[src/logic/dual_timer_defines.svh]
// Purpose: Offsets, field positions, reset values and timing counts of the dual timer block
// Assumes: Register indices are word indices; byte address is four times the index
// Notes:   Definitions only
//
// Overview of operation
// - Interrupt-1 select 0 means low level active, 1 means falling edge active.
// - Interrupt-0 flag set on falling pin edge, cleared on vectoring acknowledge in edge mode; in level mode it follows the inverted pin.
// - Interrupt-0 select 0 means low level active, 1 means falling edge active.
// - Timer 1 runs on run bit; with gating also needs interrupt-1 pin high.
// - Timer 1 counts every two clocks, or on count pin falling edges.
// - Timer 1 mode 00: high byte counts through five-bit low prescaler.
// - Timer 1 modes: 01 sixteen-bit, 10 eight-bit reload from high, 11 stopped.
// - Timer 0 runs on run bit; with gating also needs interrupt-0 pin high.
// - Timer 0 counts every two clocks, or on count pin falling edges.
// - Timer 0 modes 00, 01, 10: prescaled, sixteen-bit, eight-bit auto-reload.
// - Timer 0 mode 11: split low byte; high byte uses timer 1 run and flag.
// - All four count bytes are read/write and reset to zero.
// - Timer 1 overflow flag set on overflow, cleared on vectoring acknowledge.
// - Timer 0 overflow flag set on overflow, cleared on vectoring acknowledge.
// - Timer 1 run bit: one lets timer 1 count, zero halts it.
// - Interrupt-1 flag set on falling pin edge, cleared on vectoring acknowledge in edge mode; in level mode it follows the inverted pin.
`ifndef DUAL_TIMER_DEFINES_SVH
`define DUAL_TIMER_DEFINES_SVH

// ----------------------------------------
// Register indices
// ----------------------------------------
`define IDX_CTRL      8'h88
`define IDX_MODE      8'h89
`define IDX_TA_LO     8'h8A
`define IDX_TB_LO     8'h8B
`define IDX_TA_HI     8'h8C
`define IDX_TB_HI     8'h8D

// ----------------------------------------
// Control register bit positions
// ----------------------------------------
`define CTRL_B_OVF    7
`define CTRL_B_RUN    6
`define CTRL_A_OVF    5
`define CTRL_A_RUN    4
`define CTRL_XB_FLAG  3
`define CTRL_XB_TRIG  2
`define CTRL_XA_FLAG  1
`define CTRL_XA_TRIG  0

// ----------------------------------------
// Mode register fields
// ----------------------------------------
`define MODE_B_GATE   7
`define MODE_B_CSEL   6
`define MODE_B_MHI    5
`define MODE_B_MLO    4
`define MODE_A_GATE   3
`define MODE_A_CSEL   2
`define MODE_A_MHI    1
`define MODE_A_MLO    0

// ----------------------------------------
// Reset values and timing
// ----------------------------------------
`define RST_BYTE      8'h00
`define RST_TIMER_AND_EXTINT_CONTROL      8'h00
`define TICK_DIV      2

`endif

[src/logic/dual_timer_pkg.sv]
// Purpose: Types shared by the dual timer block
// Assumes: Nothing
// Notes:   Mode codes follow the two-bit mode fields
package dual_timer_pkg;

  typedef enum logic [1:0] {
    MODE_PRESCALED = 2'b00,
    MODE_16BIT     = 2'b01,
    MODE_RELOAD    = 2'b10,
    MODE_SPLIT     = 2'b11
  } timer_mode_t;

endpackage

[src/logic/timer_core.sv]
// Purpose: One timer's count pair with the four counting modes
// Assumes: cnt_en and hi_en are one-cycle count steps from the parent
// Notes:   A software write to a byte wins over counting of that byte
`timescale 1ns/1ps
`include "dual_timer_defines.svh"

module timer_core (
  input  wire logic                       pclk,
  input  wire logic                       presetn,
  input  wire dual_timer_pkg::timer_mode_t mode,
  input  wire logic                       cnt_en,
  input  wire logic                       hi_en,
  input  wire logic                       wr_lo,
  input  wire logic                       wr_hi,
  input  wire logic [7:0]                 wdata,
  output logic      [7:0]                 count_lo,
  output logic      [7:0]                 count_hi,
  output logic                            ovf,
  output logic                            ovf_hi
);

  logic [7:0] lo_d;
  logic [7:0] hi_d;
  logic [8:0] c_lo;
  logic [8:0] c_hi;

  function automatic logic [8:0] inc8(input logic [7:0] v);
    return {1'b0, v} + 9'h001;
  endfunction

  always_comb begin
    lo_d   = count_lo;
    hi_d   = count_hi;
    ovf    = 1'b0;
    ovf_hi = 1'b0;
    c_lo   = inc8(count_lo);
    c_hi   = inc8(count_hi);
    case (mode)
      dual_timer_pkg::MODE_PRESCALED: begin
        // Upper three low bits are left alone, as they are no part of the count
        if (cnt_en) begin
          if (count_lo[4:0] == 5'h1F) begin
            lo_d = {count_lo[7:5], 5'h00};
            hi_d = c_hi[7:0];
            ovf  = c_hi[8];
          end else begin
            lo_d = {count_lo[7:5], c_lo[4:0]};
          end
        end
      end
      dual_timer_pkg::MODE_16BIT: begin
        if (cnt_en) begin
          lo_d = c_lo[7:0];
          if (c_lo[8]) begin
            hi_d = c_hi[7:0];
          end
          ovf = c_lo[8] & c_hi[8];
        end
      end
      dual_timer_pkg::MODE_RELOAD: begin
        if (cnt_en) begin
          if (c_lo[8]) begin
            lo_d = count_hi;
            ovf  = 1'b1;
          end else begin
            lo_d = c_lo[7:0];
          end
        end
      end
      dual_timer_pkg::MODE_SPLIT: begin
        if (cnt_en) begin
          lo_d = c_lo[7:0];
          ovf  = c_lo[8];
        end
        if (hi_en) begin
          hi_d   = c_hi[7:0];
          ovf_hi = c_hi[8];
        end
      end
      default: begin
        lo_d = count_lo;
      end
    endcase
  end

  always_ff @(posedge pclk or negedge presetn) begin
    if (!presetn) begin
      count_lo <= `RST_BYTE;
      count_hi <= `RST_BYTE;
    end else begin
      count_lo <= wr_lo ? wdata : lo_d;
      count_hi <= wr_hi ? wdata : hi_d;
    end
  end

endmodule // timer_core

[src/logic/dual_timer_counter_extint.sv]
// Purpose: Two timer/counters and external interrupt edge/level control behind APB
// Assumes: Pins synchronous to pclk; ack inputs are one-cycle vectoring pulses
// Notes:   One wait state on every APB access; read data is taken one cycle early
`timescale 1ns/1ps
`include "dual_timer_defines.svh"

module dual_timer_counter_extint #(
  parameter int ADDR_W = 12
) (
  input  wire logic              pclk,
  input  wire logic              presetn,
  input  wire logic              psel,
  input  wire logic              penable,
  input  wire logic              pwrite,
  input  wire logic [ADDR_W-1:0] paddr,
  input  wire logic [31:0]       pwdata,
  output logic      [31:0]       prdata,
  output logic                   pready,
  output logic                   pslverr,
  input  wire logic              extint_a_pin,
  input  wire logic              extint_b_pin,
  input  wire logic              timer_a_count_pin,
  input  wire logic              timer_b_count_pin,
  input  wire logic              ack_timer_a,
  input  wire logic              ack_timer_b,
  input  wire logic              ack_extint_a,
  input  wire logic              ack_extint_b,
  output logic                   timer_a_overflow_flag,
  output logic                   timer_b_overflow_flag,
  output logic                   extint_a_flag,
  output logic                   extint_b_flag
);

  // ----------------------------------------
  // Elaboration checks
  // ----------------------------------------
  // Byte addresses reach 0x234, so ten address bits are the least
  if (ADDR_W < 10) begin : g_addr_check
    $error("ADDR_W must be at least 10");
  end

  // ----------------------------------------
  // Declarations
  // ----------------------------------------
  logic [7:0]                  timer_mode_control_q;
  logic                        timer_a_run_q;
  logic                        timer_b_run_q;
  logic                        extint_a_trigger_select_q;
  logic                        extint_b_trigger_select_q;
  logic                        xa_pin_q;
  logic                        xb_pin_q;
  logic                        ca_pin_q;
  logic                        cb_pin_q;
  logic                        div_q;
  logic                        tick;
  logic                        wr_fire;
  logic [7:0]                  idx;
  logic                        hit;
  logic [7:0]                  rd_byte;
  logic [7:0]                  timer_and_extint_control;
  logic [7:0]                  wbyte;
  dual_timer_pkg::timer_mode_t timer_a_mode_field;
  dual_timer_pkg::timer_mode_t timer_b_mode_field;
  logic                        timer_a_gating;
  logic                        timer_b_gating;
  logic                        timer_a_count_select;
  logic                        timer_b_count_select;
  logic                        en_a;
  logic                        en_b;
  logic                        step_a;
  logic                        step_b;
  logic                        hi_step_a;
  logic                        fall_xa;
  logic                        fall_xb;
  logic                        fall_ca;
  logic                        fall_cb;
  logic [7:0]                  ta_lo;
  logic [7:0]                  ta_hi;
  logic [7:0]                  tb_lo;
  logic [7:0]                  tb_hi;
  logic                        ovf_a;
  logic                        ovf_a_hi;
  logic                        ovf_b;
  logic                        set_b_ovf;
  logic                        wr_ctrl;
  logic                        wr_ta_lo;
  logic                        wr_ta_hi;
  logic                        wr_tb_lo;
  logic                        wr_tb_hi;

  // ----------------------------------------
  // APB decode
  // ----------------------------------------
  function automatic logic addr_hit(input logic [ADDR_W-1:0] a, input logic [7:0] i);
    return a == ADDR_W'({i, 2'b00});
  endfunction

  assign wr_fire  = psel & penable & pready & pwrite;
  assign wbyte    = pwdata[7:0];
  assign wr_ctrl  = wr_fire & addr_hit(paddr, `IDX_CTRL);
  assign wr_ta_lo = wr_fire & addr_hit(paddr, `IDX_TA_LO);
  assign wr_ta_hi = wr_fire & addr_hit(paddr, `IDX_TA_HI);
  assign wr_tb_lo = wr_fire & addr_hit(paddr, `IDX_TB_LO);
  assign wr_tb_hi = wr_fire & addr_hit(paddr, `IDX_TB_HI);

  assign timer_and_extint_control = {timer_b_overflow_flag, timer_b_run_q,
                                     timer_a_overflow_flag, timer_a_run_q,
                                     extint_b_flag, extint_b_trigger_select_q,
                                     extint_a_flag, extint_a_trigger_select_q};

  always_comb begin
    idx     = paddr[9:2];
    hit     = 1'b1;
    rd_byte = 8'h00;
    if (paddr != ADDR_W'({idx, 2'b00})) begin
      hit = 1'b0;
    end else begin
      case (idx)
        `IDX_CTRL:  rd_byte = timer_and_extint_control;
        `IDX_MODE:  rd_byte = timer_mode_control_q;
        `IDX_TA_LO: rd_byte = ta_lo;
        `IDX_TB_LO: rd_byte = tb_lo;
        `IDX_TA_HI: rd_byte = ta_hi;
        `IDX_TB_HI: rd_byte = tb_hi;
        default:    hit = 1'b0;
      endcase
    end
  end

  // One wait state keeps read data and error coming straight from flops
  always_ff @(posedge pclk or negedge presetn) begin
    if (!presetn) begin
      pready  <= 1'b0;
      prdata  <= 32'h0000_0000;
      pslverr <= 1'b0;
    end else if (psel && penable && !pready) begin
      pready  <= 1'b1;
      prdata  <= {24'h00_0000, pwrite ? 8'h00 : rd_byte};
      pslverr <= ~hit;
    end else begin
      pready  <= 1'b0;
      prdata  <= 32'h0000_0000;
      pslverr <= 1'b0;
    end
  end

  // ----------------------------------------
  // Mode and control bits
  // ----------------------------------------
  always_ff @(posedge pclk or negedge presetn) begin
    if (!presetn) begin
      timer_mode_control_q <= `RST_BYTE;
    end else if (wr_fire && addr_hit(paddr, `IDX_MODE)) begin
      timer_mode_control_q <= wbyte;
    end
  end

  always_ff @(posedge pclk or negedge presetn) begin
    if (!presetn) begin
      timer_a_run_q             <= 1'b0;
      timer_b_run_q             <= 1'b0;
      extint_a_trigger_select_q <= 1'b0;
      extint_b_trigger_select_q <= 1'b0;
    end else if (wr_ctrl) begin
      timer_a_run_q             <= wbyte[`CTRL_A_RUN];
      timer_b_run_q             <= wbyte[`CTRL_B_RUN];
      extint_a_trigger_select_q <= wbyte[`CTRL_XA_TRIG];
      extint_b_trigger_select_q <= wbyte[`CTRL_XB_TRIG];
    end
  end

  assign timer_a_mode_field   = dual_timer_pkg::timer_mode_t'(
                                  timer_mode_control_q[`MODE_A_MHI:`MODE_A_MLO]);
  assign timer_b_mode_field   = dual_timer_pkg::timer_mode_t'(
                                  timer_mode_control_q[`MODE_B_MHI:`MODE_B_MLO]);
  assign timer_a_gating       = timer_mode_control_q[`MODE_A_GATE];
  assign timer_b_gating       = timer_mode_control_q[`MODE_B_GATE];
  assign timer_a_count_select = timer_mode_control_q[`MODE_A_CSEL];
  assign timer_b_count_select = timer_mode_control_q[`MODE_B_CSEL];

  // ----------------------------------------
  // Pin history and the two-clock tick
  // ----------------------------------------
  always_ff @(posedge pclk or negedge presetn) begin
    if (!presetn) begin
      xa_pin_q <= 1'b1;
      xb_pin_q <= 1'b1;
      ca_pin_q <= 1'b1;
      cb_pin_q <= 1'b1;
    end else begin
      xa_pin_q <= extint_a_pin;
      xb_pin_q <= extint_b_pin;
      ca_pin_q <= timer_a_count_pin;
      cb_pin_q <= timer_b_count_pin;
    end
  end

  assign fall_xa = xa_pin_q & ~extint_a_pin;
  assign fall_xb = xb_pin_q & ~extint_b_pin;
  assign fall_ca = ca_pin_q & ~timer_a_count_pin;
  assign fall_cb = cb_pin_q & ~timer_b_count_pin;

  always_ff @(posedge pclk or negedge presetn) begin
    if (!presetn) begin
      div_q <= 1'b0;
    end else begin
      div_q <= (div_q == 1'(`TICK_DIV - 1)) ? 1'b0 : div_q + 1'b1;
    end
  end

  assign tick = (div_q == 1'(`TICK_DIV - 1));

  // ----------------------------------------
  // Run gating and count steps
  // ----------------------------------------
  assign en_a   = timer_a_run_q & (~timer_a_gating | extint_a_pin);
  assign en_b   = timer_b_run_q & (~timer_b_gating | extint_b_pin);
  assign step_a = en_a & (timer_a_count_select ? fall_ca : tick);
  // Mode 11 stops timer 1 outright
  assign step_b = en_b & (timer_b_count_select ? fall_cb : tick)
                & (timer_b_mode_field != dual_timer_pkg::MODE_SPLIT);
  // Split high byte is a pure timer, run by timer 1's run bit
  assign hi_step_a = (timer_a_mode_field == dual_timer_pkg::MODE_SPLIT)
                   & timer_b_run_q & tick;

  timer_core u_timer_a (
    .pclk     (pclk),
    .presetn  (presetn),
    .mode     (timer_a_mode_field),
    .cnt_en   (step_a),
    .hi_en    (hi_step_a),
    .wr_lo    (wr_ta_lo),
    .wr_hi    (wr_ta_hi),
    .wdata    (wbyte),
    .count_lo (ta_lo),
    .count_hi (ta_hi),
    .ovf      (ovf_a),
    .ovf_hi   (ovf_a_hi)
  );

  timer_core u_timer_b (
    .pclk     (pclk),
    .presetn  (presetn),
    .mode     (timer_b_mode_field),
    .cnt_en   (step_b),
    .hi_en    (1'b0),
    .wr_lo    (wr_tb_lo),
    .wr_hi    (wr_tb_hi),
    .wdata    (wbyte),
    .count_lo (tb_lo),
    .count_hi (tb_hi),
    .ovf      (ovf_b),
    .ovf_hi   ()
  );

  // ----------------------------------------
  // Overflow flags
  // ----------------------------------------
  // While timer 0 is split, its high byte owns timer 1's flag
  assign set_b_ovf = (timer_a_mode_field == dual_timer_pkg::MODE_SPLIT) ? ovf_a_hi : ovf_b;

  // Hardware set wins over a software clear or an acknowledge in the same cycle
  always_ff @(posedge pclk or negedge presetn) begin
    if (!presetn) begin
      timer_a_overflow_flag <= 1'b0;
    end else if (ovf_a) begin
      timer_a_overflow_flag <= 1'b1;
    end else if (wr_ctrl) begin
      timer_a_overflow_flag <= wbyte[`CTRL_A_OVF];
    end else if (ack_timer_a) begin
      timer_a_overflow_flag <= 1'b0;
    end
  end

  always_ff @(posedge pclk or negedge presetn) begin
    if (!presetn) begin
      timer_b_overflow_flag <= 1'b0;
    end else if (set_b_ovf) begin
      timer_b_overflow_flag <= 1'b1;
    end else if (wr_ctrl) begin
      timer_b_overflow_flag <= wbyte[`CTRL_B_OVF];
    end else if (ack_timer_b) begin
      timer_b_overflow_flag <= 1'b0;
    end
  end

  // ----------------------------------------
  // External interrupt flags
  // ----------------------------------------
  // Level mode ignores writes and acks: the flag only follows the inverted pin
  always_ff @(posedge pclk or negedge presetn) begin
    if (!presetn) begin
      extint_a_flag <= 1'b0;
    end else if (!extint_a_trigger_select_q) begin
      extint_a_flag <= ~extint_a_pin;
    end else if (fall_xa) begin
      extint_a_flag <= 1'b1;
    end else if (wr_ctrl) begin
      extint_a_flag <= wbyte[`CTRL_XA_FLAG];
    end else if (ack_extint_a) begin
      extint_a_flag <= 1'b0;
    end
  end

  always_ff @(posedge pclk or negedge presetn) begin
    if (!presetn) begin
      extint_b_flag <= 1'b0;
    end else if (!extint_b_trigger_select_q) begin
      extint_b_flag <= ~extint_b_pin;
    end else if (fall_xb) begin
      extint_b_flag <= 1'b1;
    end else if (wr_ctrl) begin
      extint_b_flag <= wbyte[`CTRL_XB_FLAG];
    end else if (ack_extint_b) begin
      extint_b_flag <= 1'b0;
    end
  end
endmodule // dual_timer_counter_extint

[config.mk]
export PLATFORM = sky130hd
export DESIGN_NAME = dual_timer_counter_extint
export DESIGN_NICKNAME = d
export VERILOG_FILES = /design/src/logic/dual_timer_pkg.sv /design/src/logic/timer_core.sv /design/src/logic/dual_timer_counter_extint.sv
export VERILOG_INCLUDE_DIRS = /design/src /design/src/logic
export SDC_FILE = /design/constraint.sdc
export NUM_CORES = 1
export LEC_CHECK = 0
export BUFFER_PORTS_ARGS = -buffer_cell sky130_fd_sc_hd__buf_2
export CAP_MARGIN = 0
export CELL_PAD_IN_SITES_DETAIL_PLACEMENT = 0
export CELL_PAD_IN_SITES_GLOBAL_PLACEMENT = 1
export CORE_MARGIN = 10
export CORE_UTILIZATION = 37
export DETAILED_ROUTE_END_ITERATION = 10
export PLACE_DENSITY_LB_ADDON = 0.25
export RECOVER_POWER = 100
export SYNTH_ARGS = -nofsm -noshare
export SYNTH_HDL_FRONTEND = slang
export SYNTH_SLANG_ARGS = --single-unit
[constraint.sdc]
create_clock -name pclk -period 2.2 [get_ports pclk]
set_input_delay 0.22 -clock pclk [delete_from_list [all_inputs] [get_ports pclk]]
set_output_delay 0.22 -clock pclk [all_outputs]
set_load 0.05 [all_outputs]
==> impl_metrics.tcl, run 1 <==
set metrics [dict create \
    grt-ovfl-total 0 \
    first_pass_iters 5 \
    antenna_found_initial 0 \
    vias 3692 \
    final_area_sq_um 5080 \
    path_buf_inv 1 \
    clockBufferDepth 2 \
    drv_cap 0 \
    place_ws_ps 17.36 \
    synthArstFlopShare_pct 100.0 \
    fin_cells 674 \
    drive_gt1_share_pct 24.34 \
    power.total_mw 3.084 \
    antenna-diode-count 0 \
    power_density_nw_per_um2 607.1 \
    worst_path_max_delay_cell "a221o_1" \
    crit_family "compound AO/OA/AOI/OAI gates" \
    start_util_pct 38.13 \
    dieArea_sq_um 15970 \
    placed_area_sq_um 4700 \
    synth-main-ff-cell "dfrtp_1" \
    worst_clock_skew_ps 7.920 \
    p_leak_nw 2.114 \
    drc 0 \
    vias_per_cell 5.478 \
    clockPowerShare_pct 53.8 \
    clk_pin_slew_worst_paths_ps 60 \
    tightest_slew_ps 1267 \
    netlist_area_sq_um 4188 \
    rsz0062_at_grt "yes" \
    slew_headroom_pct 15.54 \
    fin_crit_sh_pct 100.1 \
    grtUsageMet1_pct 22.27 \
    row_count 38 \
    power_frac_seq_pct 38.2 \
    crit_path_max_incr_delay_ps 420 \
    crit_type "flip-flop to flip-flop" \
    core_area_sq_um 10980 \
    ys_types 67 \
    startpoint_type "flip-flop" \
    p_int_mw 2.330 \
    p_switching_mw 0.7540 \
    finalCriticalPeriod_ps 2203 \
    met2_usage_pct 24.03 \
    area_growth_pct 21.30 \
    timing.final.hold_violations 0 \
    critPathArrivalTime_ps 2430 \
    crit_chain "ha_2 > and3_4 > ha_4 > inv_1 > a221o_1 > a21oi_4 > nand2_4 > mux2_4 > mux2_2" \
    insertion_delay_ps 340 \
    ctsHtreeMaxLevel 3 \
    switching_share_pct 24.45 \
    root_buffer "clkbuf_16" \
    syn_inst 447 \
    cts_tree "yes" \
    numCtsBuffers 9 \
    ys_ff_latch 63 \
    violations "negative setup slack" \
    synth-warning-count 0 \
    grt_max_degree 43 \
    fmax_mhz 453.9 \
    synth-edff-count 0 \
    drt_wl_total_um 12970 \
    hold_class "input pin to flip-flop" \
    die_y_um 126.4 \
    status "finished, violations left" \
    gp_congestion 0.9273 \
    busiest_layer "met2" \
    end_kind "flip-flop" \
    clock_sinks 63 \
    antenna_left 0 \
    worstPathRequired_ps 2430 \
    hold_slack_ps 40.64 \
    post-dp-hpwl_um 9846 \
    timing.final.ws_setup_ps -3.067 \
    drt_first_iter_violations 199 \
    final_nets 596 \
    combPwrFrac_pct 8.0 \
    wl_per_cell_um 19.24 \
    tns_ps -3.067 \
    io_pins 95 \
    layout_common_cells "nand2_1 (59), dfrtp_1 (59), buf_4 (32)" \
    syn_area_per_cell_sq_um 9.369 \
    dp.cells 648 \
    slew_viol_final 0 \
    final-setup-viol-count 1 \
    io_buffers 46 \
    die_x_um 126.4 \
    cp_max_fo 2 \
    ir_drop_uv 342.1 \
    grt_pass1_wl_um 20260 \
    seq_area_frac_synth_pct 37.77 \
    use_met3_pct 3.374 \
    grt_usage_pct 16.03 \
    grt_pass1_vias 3591 \
    fin_util_pct 46.25 \
]
-- power by group through the flow --
stage | Combinational (mW) | Sequential [mW] | Clock [mW]
CTS | 0.253 | 1.18 | 1.69
finish | 0.246 | 1.18 | 1.66
floorplan | 0.166 | 1.21 | 0
detailed placement | 0.249 | 1.20 | 0
global placement | 0.247 | 1.20 | 0
global route | 0.264 | 1.18 | 1.74
-- logic make-up after synthesis --
family,after synthesis,synth area share [%]
adder cells (fa/ha/maj),10,2.988
AO/OA/AOI/OAI,113,17.21
flip-flops,63,37.77
XOR/XNOR,18,3.765
other,1,0.08955
buffers and inverters,50,6.991
AND/OR/NAND/NOR,166,21.99
multiplexers,26,9.202
-- metal layers --
layer	part of all wire, %	up-vias	routed length [um]
met5	0	-	0
met4	1.6	0	208
met3	6.4	13	824
met2	44	133	5664
met1	48	1799	6271
li1	-	1747	-
-- state kept, by name, indices dropped and copies added, names as in the netlist --
name                       count
timer_a_overflow_flag          1
u_timer_a.count_hi             8
pslverr                        1
ca_pin_q                       1
u_timer_b.count_hi             8
xb_pin_q                       1
extint_b_flag                  1
u_timer_a.count_lo             8
prdata                         8
extint_a_trigger_select_q      1
extint_a_flag                  1
div_q                          1
timer_a_run_q                  1
timer_b_overflow_flag          1
pready                         1
xa_pin_q                       1
timer_mode_control_q           8
u_timer_b.count_lo             8
timer_b_run_q                  1
extint_b_trigger_select_q      1
cb_pin_q                       1
-- cell usage after synthesis (all sizes together), types with 7 or more instances --
library cell | instances | share of area (%)
nor2 | 24 | 2.2
clkbuf | 8 | 0.75
nand2 | 60 | 5.6
ha | 10 | 3.0
mux4 | 8 | 4.4
nand3b | 8 | 1.5
nand3 | 18 | 2.3
nor3 | 9 | 1.2
a21oi | 25 | 3.1
dfrtp | 59 | 35
a22oi | 9 | 1.6
mux2 | 14 | 3.9
xnor2 | 7 | 1.5
and3 | 7 | 1.0
inv | 10 | 0.90
o21ai | 37 | 4.7
a211oi | 7 | 1.3
buf | 32 | 5.3
xor2 | 11 | 2.3
-- cell type report --
type                    count  area [sq um]
clock buffers               9         225.2
clock inverters             7         121.4
fillers                  1061          5903
inverters                  10         37.54
multi-input cells         357          2430
flip-flops and latches     63          1582
well taps                 140         175.2
repair buffers             88         509.2
-- worst paths after layout --
kind	depth (start not counted)	slack [ps]	endpoint	from
min in group asynchronous	2	680	u_timer_a.count_lo[5]	presetn
min reg2reg	1	470	pready	pready
max reg2reg	9	-3	u_timer_a.count_hi[1]	u_timer_a.count_lo[1]
min	1	40	xb_pin_q	extint_b_pin
max in group asynchronous	3	310	cb_pin_q	presetn
max	9	-3	u_timer_a.count_hi[1]	u_timer_a.count_lo[1]
-- timing repair --
action | 4_1_cts | 5_1_grt
hold buffers | 3 | 0
setup buffers | 0 | 7
resized for setup | 0 | 13
endpoints found under the setup margin | 0 | 9
hold endpoints to repair | 23 | 0
Note: power is estimated with default switching activity, not from simulation.
==> inputs of run 2 (changes only) <==
--- a/config.mk
+++ b/config.mk
@@ -11,5 +11,4 @@
 export CELL_PAD_IN_SITES_DETAIL_PLACEMENT = 0
 export CELL_PAD_IN_SITES_GLOBAL_PLACEMENT = 1
-export CORE_MARGIN = 10
 export CORE_UTILIZATION = 37
 export DETAILED_ROUTE_END_ITERATION = 10
==> constraint.sdc (replaced) <==
create_clock -name pclk -period 2.2 [get_ports pclk]
set_input_delay 0.22 -clock pclk [delete_from_list [all_inputs] [get_ports pclk]]
set_output_delay 0.22 -clock pclk [all_outputs]
set_load 0.01 [all_outputs]
==> impl_metrics.tcl, run 2 (same netlist as run 1, synthesis figures left out) <==
set metrics [dict create \
    clock_sinks 63 \
    critPathArrivalTime_ps 2420 \
    finalCriticalPeriod_ps 2203 \
    min-delay-start "extint_a_pin" \
    p_leak_nw 2.142 \
    fin_crit_sh_pct 100.1 \
    final_nets 595 \
    r2r-start "u_timer_a.count_lo[1]" \
    die_x_um 108.4 \
    io_pins 95 \
    root_buffer "clkbuf_16" \
    r2r_setup_slack_ps -3 \
    slew_headroom_pct 19.22 \
    worstPathRequired_ps 2410 \
    core_area_sq_um 10940 \
    r2r_end "u_timer_a.count_hi[1]" \
    drv_cap 0 \
    clk_pin_slew_worst_paths_ps 60 \
    tightest_slew_ps 1212 \
    drt_wl_total_um 12470 \
    insertion_delay_ps 330 \
    cts_tree "yes" \
    slew_viol_final 0 \
    antenna_left 0 \
    ir_drop_uv 249.7 \
    hold_path_end "xa_pin_q" \
    grt-ovfl-total 0 \
    hold_class "input pin to flip-flop" \
    grt_max_degree 27 \
    power_density_nw_per_um2 580.4 \
    row_count 38 \
    layout_commonest_cell "nand2_1" \
    grt_usage_pct 22.97 \
    dieArea_sq_um 11750 \
    final-setup-viol-count 1 \
    grt_pass1_vias 3526 \
    post-dp-hpwl_um 9389 \
    die_y_um 108.4 \
    vias 3700 \
    antenna-diode-count 0 \
    antenna_found_initial 0 \
    drc 0 \
    rsz0062_at_grt "yes" \
    clockBufferDepth 2 \
    end_kind "flip-flop" \
    startpoint_type "flip-flop" \
    crit_type "flip-flop to flip-flop" \
    final_area_sq_um 5105 \
    timing.final.ws_setup_ps -2.712 \
    rr_worst_depth 9 \
    placed_area_sq_um 4715 \
    drive_gt1_share_pct 24.81 \
    holdPathStages 1 \
    vias_per_cell 5.506 \
    first_pass_iters 4 \
    io_buffers 46 \
    drt_first_iter_violations 249 \
    layout_common_cells "nand2_1 (59), dfrtp_1 (58), buf_4 (34)" \
    grt_pass1_wl_um 19720 \
    hold_slack_ps 53.33 \
    worst_clock_skew_ps 6.186 \
    violations "negative setup slack" \
    ctsHtreeMaxLevel 3 \
    numCtsBuffers 9 \
    cp_max_fo 2 \
    area_growth_pct 21.90 \
    fmax_mhz 454.0 \
    timing.final.hold_violations 0 \
    gp_congestion 0.9127 \
    status "finished, violations left" \
    wl_per_cell_um 18.56 \
    start_util_pct 38.30 \
]
## run 2: power by group
part           leakage [nW]  switching [mW]  internal, mW
clock network         0.158           0.522          1.10
registers             0.812         0.00560          1.17
logic                  1.17           0.111        0.0546
total                  2.14           0.639          2.32
## run 2: worst max-delay path by stage
stage	from	to	slack, ps	depth (start not counted)
after floorplan	u_timer_a.count_lo[0]	u_timer_a.count_hi[1]	5	9
after global placement	u_timer_a.count_lo[0]	u_timer_a.count_hi[1]	50	9
after detailed placement	u_timer_a.count_lo[0]	u_timer_a.count_hi[1]	-4	9
after CTS	u_timer_a.count_lo[1]	u_timer_a.count_hi[1]	-10	9
after global routing	u_timer_a.count_lo[0]	u_timer_a.count_hi[1]	-60	9
final	u_timer_a.count_lo[1]	u_timer_a.count_hi[1]	-3	9
## run 2: through the flow
stage	total power [mW]	std cells	util, %	setup TNS, ps	setup WS, ps
after CTS	3.008	670	46.75	-14.00	-14.00
after global routing	3.062	672	46.68	-140.3	-55.73
after floorplan	1.292	470	-	0	4.911
after global placement	1.361	650	43.11	0	54.22
after detailed placement	1.364	650	43.11	-3.976	-3.976
final	2.963	672	46.68	-2.712	-2.712
## run 2: layout make-up
type	instances	area, sq um
Multi-Input combinational cell	357	2431
Clock inverter	6	110.1
Timing Repair Buffer	87	543.0
Fill cell	1086	5831
Sequential cell	63	1583
Tap cell	140	175.2
Inverter	10	37.54
Clock buffer	9	225.2
## run 2: routing by layer
layer / up-vias / track usage (%) / part of all wire, % / wire, um
met2: 133 / 35.71 / 46 / 5745
li1: 1746 / - / - / -
met3: 15 / 2.532 / 4.5 / 559
met5: - / 0 / 0 / 0
met4: 0 / 7.529 / 1.6 / 197
met1: 1806 / 33.24 / 48 / 5970
## run 2: what timing repair did
| item | 4_1_cts | 5_1_grt |
|---|---|---|
| resized for setup | 4 | 9 |
| pin swaps | 3 | 2 |
| hold buffers | 3 | 0 |
| endpoints found under the hold margin | 20 | 0 |
| endpoints found under the setup margin | 1 | 13 |
| setup buffers | 2 | 2 |
## run 2: critical path: stages (launching register included)
cell and delay, ps:
dfrtp_1 350, ha_2 190, and3_4 190, ha_4 130
inv_2 40, a221o_1 380, a21oi_4 180, nand2_4 70
mux2_4 310, mux2_2 260
==> inputs of run 3 (changes only) <==
Settings changed: REMOVE_ABC_BUFFERS set to 1.
==> impl_metrics.tcl, run 3 (same netlist as run 1, synthesis figures left out) <==
set metrics [dict create \
    drv_cap 0 \
    path_buf_inv 1 \
    multi_input_area_sq_um 2419 \
    grt_pass1_wl_um 18500 \
    crit_family "multiplexers" \
    final-setup-viol-count 0 \
    grt_max_degree 30 \
    startpoint_type "flip-flop" \
    fin_crit_sh_pct 99.73 \
    clock_sinks 63 \
    post-dp-hpwl_um 8923 \
    die_y_um 108.4 \
    cp_max_fo 2 \
    hold_class "input pin to flip-flop" \
    vias_per_cell 5.443 \
    finalCriticalPeriod_ps 2194 \
    slew_headroom_pct 24.02 \
    crit_top_cell "mux2_4" \
    wl_per_cell_um 17.99 \
    drive_gt1_share_pct 23.86 \
    antenna_left 0 \
    status "complete, no violations" \
    ir_drop_uv 250.6 \
    regArea_sq_um 1583 \
    drc 0 \
    layout_commonest_cell "nand2_1" \
    drt_first_iter_violations 350 \
    start_util_pct 38.30 \
    grt_usage_pct 21.64 \
    fmax_mhz 455.8 \
    worst_path_max_delay_cell "a221o_1" \
    slew_viol_final 0 \
    cts_tree "yes" \
    vias 3636 \
    clockBufferDepth 2 \
    dieArea_sq_um 11750 \
    io_pins 95 \
    numCtsBuffers 9 \
    core_area_sq_um 10940 \
    layout_common_cells "nand2_1 (59), dfrtp_1 (58), o21ai_0 (32)" \
    drt_wl_total_um 12020 \
    crit_path_max_incr_delay_ps 370 \
    root_buffer "clkbuf_16" \
    tightest_slew_ps 1140 \
    final_nets 590 \
    crit_type "flip-flop to flip-flop" \
    antenna-diode-count 0 \
    worstPathRequired_ps 2430 \
    worst_clock_skew_ps 6.450 \
    tns_ps 0 \
    grt_pass1_vias 3273 \
    power_density_nw_per_um2 554.2 \
    first_pass_iters 4 \
    die_x_um 108.4 \
    antenna_found_initial 0 \
    end_kind "flip-flop" \
    clk_pin_slew_worst_paths_ps 60 \
    fin_util_pct 45.70 \
    rsz0062_at_grt "yes" \
    io_buffers 46 \
    row_count 38 \
    fillers 1080 \
    grt-ovfl-total 0 \
    area_growth_pct 19.33 \
    fin_cells 668 \
    ctsHtreeMaxLevel 3 \
    gp_congestion 0.9206 \
    crit_chain "ha_2 > and3_4 > ha_4 > inv_2 > a221o_1 > a21oi_2 > nand2_4 > mux2_4 > mux2_4" \
    insertion_delay_ps 340 \
    critPathArrivalTime_ps 2420 \
    timing.final.hold_violations 0 \
    p_leak_nw 2.079 \
    dp.cells 646 \
]
==> run 3: cell types whose count changed in the layout (fill, tap and decap cells not counted), sizes merged <==
cell | previous run | this run
buf | 64 | 58
bufinv | 3 | 1
clkinv | 1 | 3
clkbuf | 29 | 30
inv | 10 | 11
==> run 3: final timing paths <==
check,slack [ps],end,cells after the start,startpoint
worst max-delay path,6,u_timer_a.count_hi[1],9,u_timer_a.count_lo[1]
worst min-delay path,20,xa_pin_q,1,extint_a_pin
worst max register to register,6,u_timer_a.count_hi[1],9,u_timer_a.count_lo[1]
worst min register to register,470,pready,1,pready
max in group asynchronous,500,cb_pin_q,3,presetn
min in group asynchronous,620,u_timer_a.count_lo[4],2,presetn
==> run 3: repair_timing <==
| item | 4_1_cts | 5_1_grt |
|---|---|---|
| endpoints found under the setup margin | 0 | 11 |
| resized for setup | 0 | 13 |
| setup buffers | 0 | 3 |
| endpoints found under the hold margin | 18 | 0 |
| hold buffers | 3 | 0 |
==> run 3: metrics by stage <==
stage          power [mW]  hold WS [ps]  cell area (sq um)  setup WS (ps)
2_1_floorplan       1.249        -75.59               4019         -33.30
3_3_place_gp        1.360         198.3               4674          63.27
3_5_place_dp        1.362         197.9               4674          37.87
4_1_cts             2.801         7.649               5002          10.87
5_1_grt             2.872         33.11               4997         -72.61
6_report            2.769         23.57               4997          6.014
==> run 3: power by group <==
group          internal, mW  switching (mW)  leakage [nW]
Combinational        0.0543           0.110          1.12
Sequential             1.17         0.00503         0.812
Clock                 0.877           0.552         0.142
==> run 3: final cells by class <==
type / count / area share, %
Inverter: 10 / 0.7511
Clock inverter: 7 / 1.452
Tap cell: 140 / 3.505
Sequential cell: 63 / 31.67
Clock buffer: 9 / 4.507
Multi-Input combinational cell: 357 / 48.40
Timing Repair Buffer: 82 / 9.715
==> run 3: routing by layer <==
metal	track usage (%)	wire (um)
met1	30.64	5665
met2	33.03	5438
met3	3.134	730
met4	8.880	182
met5	0	0
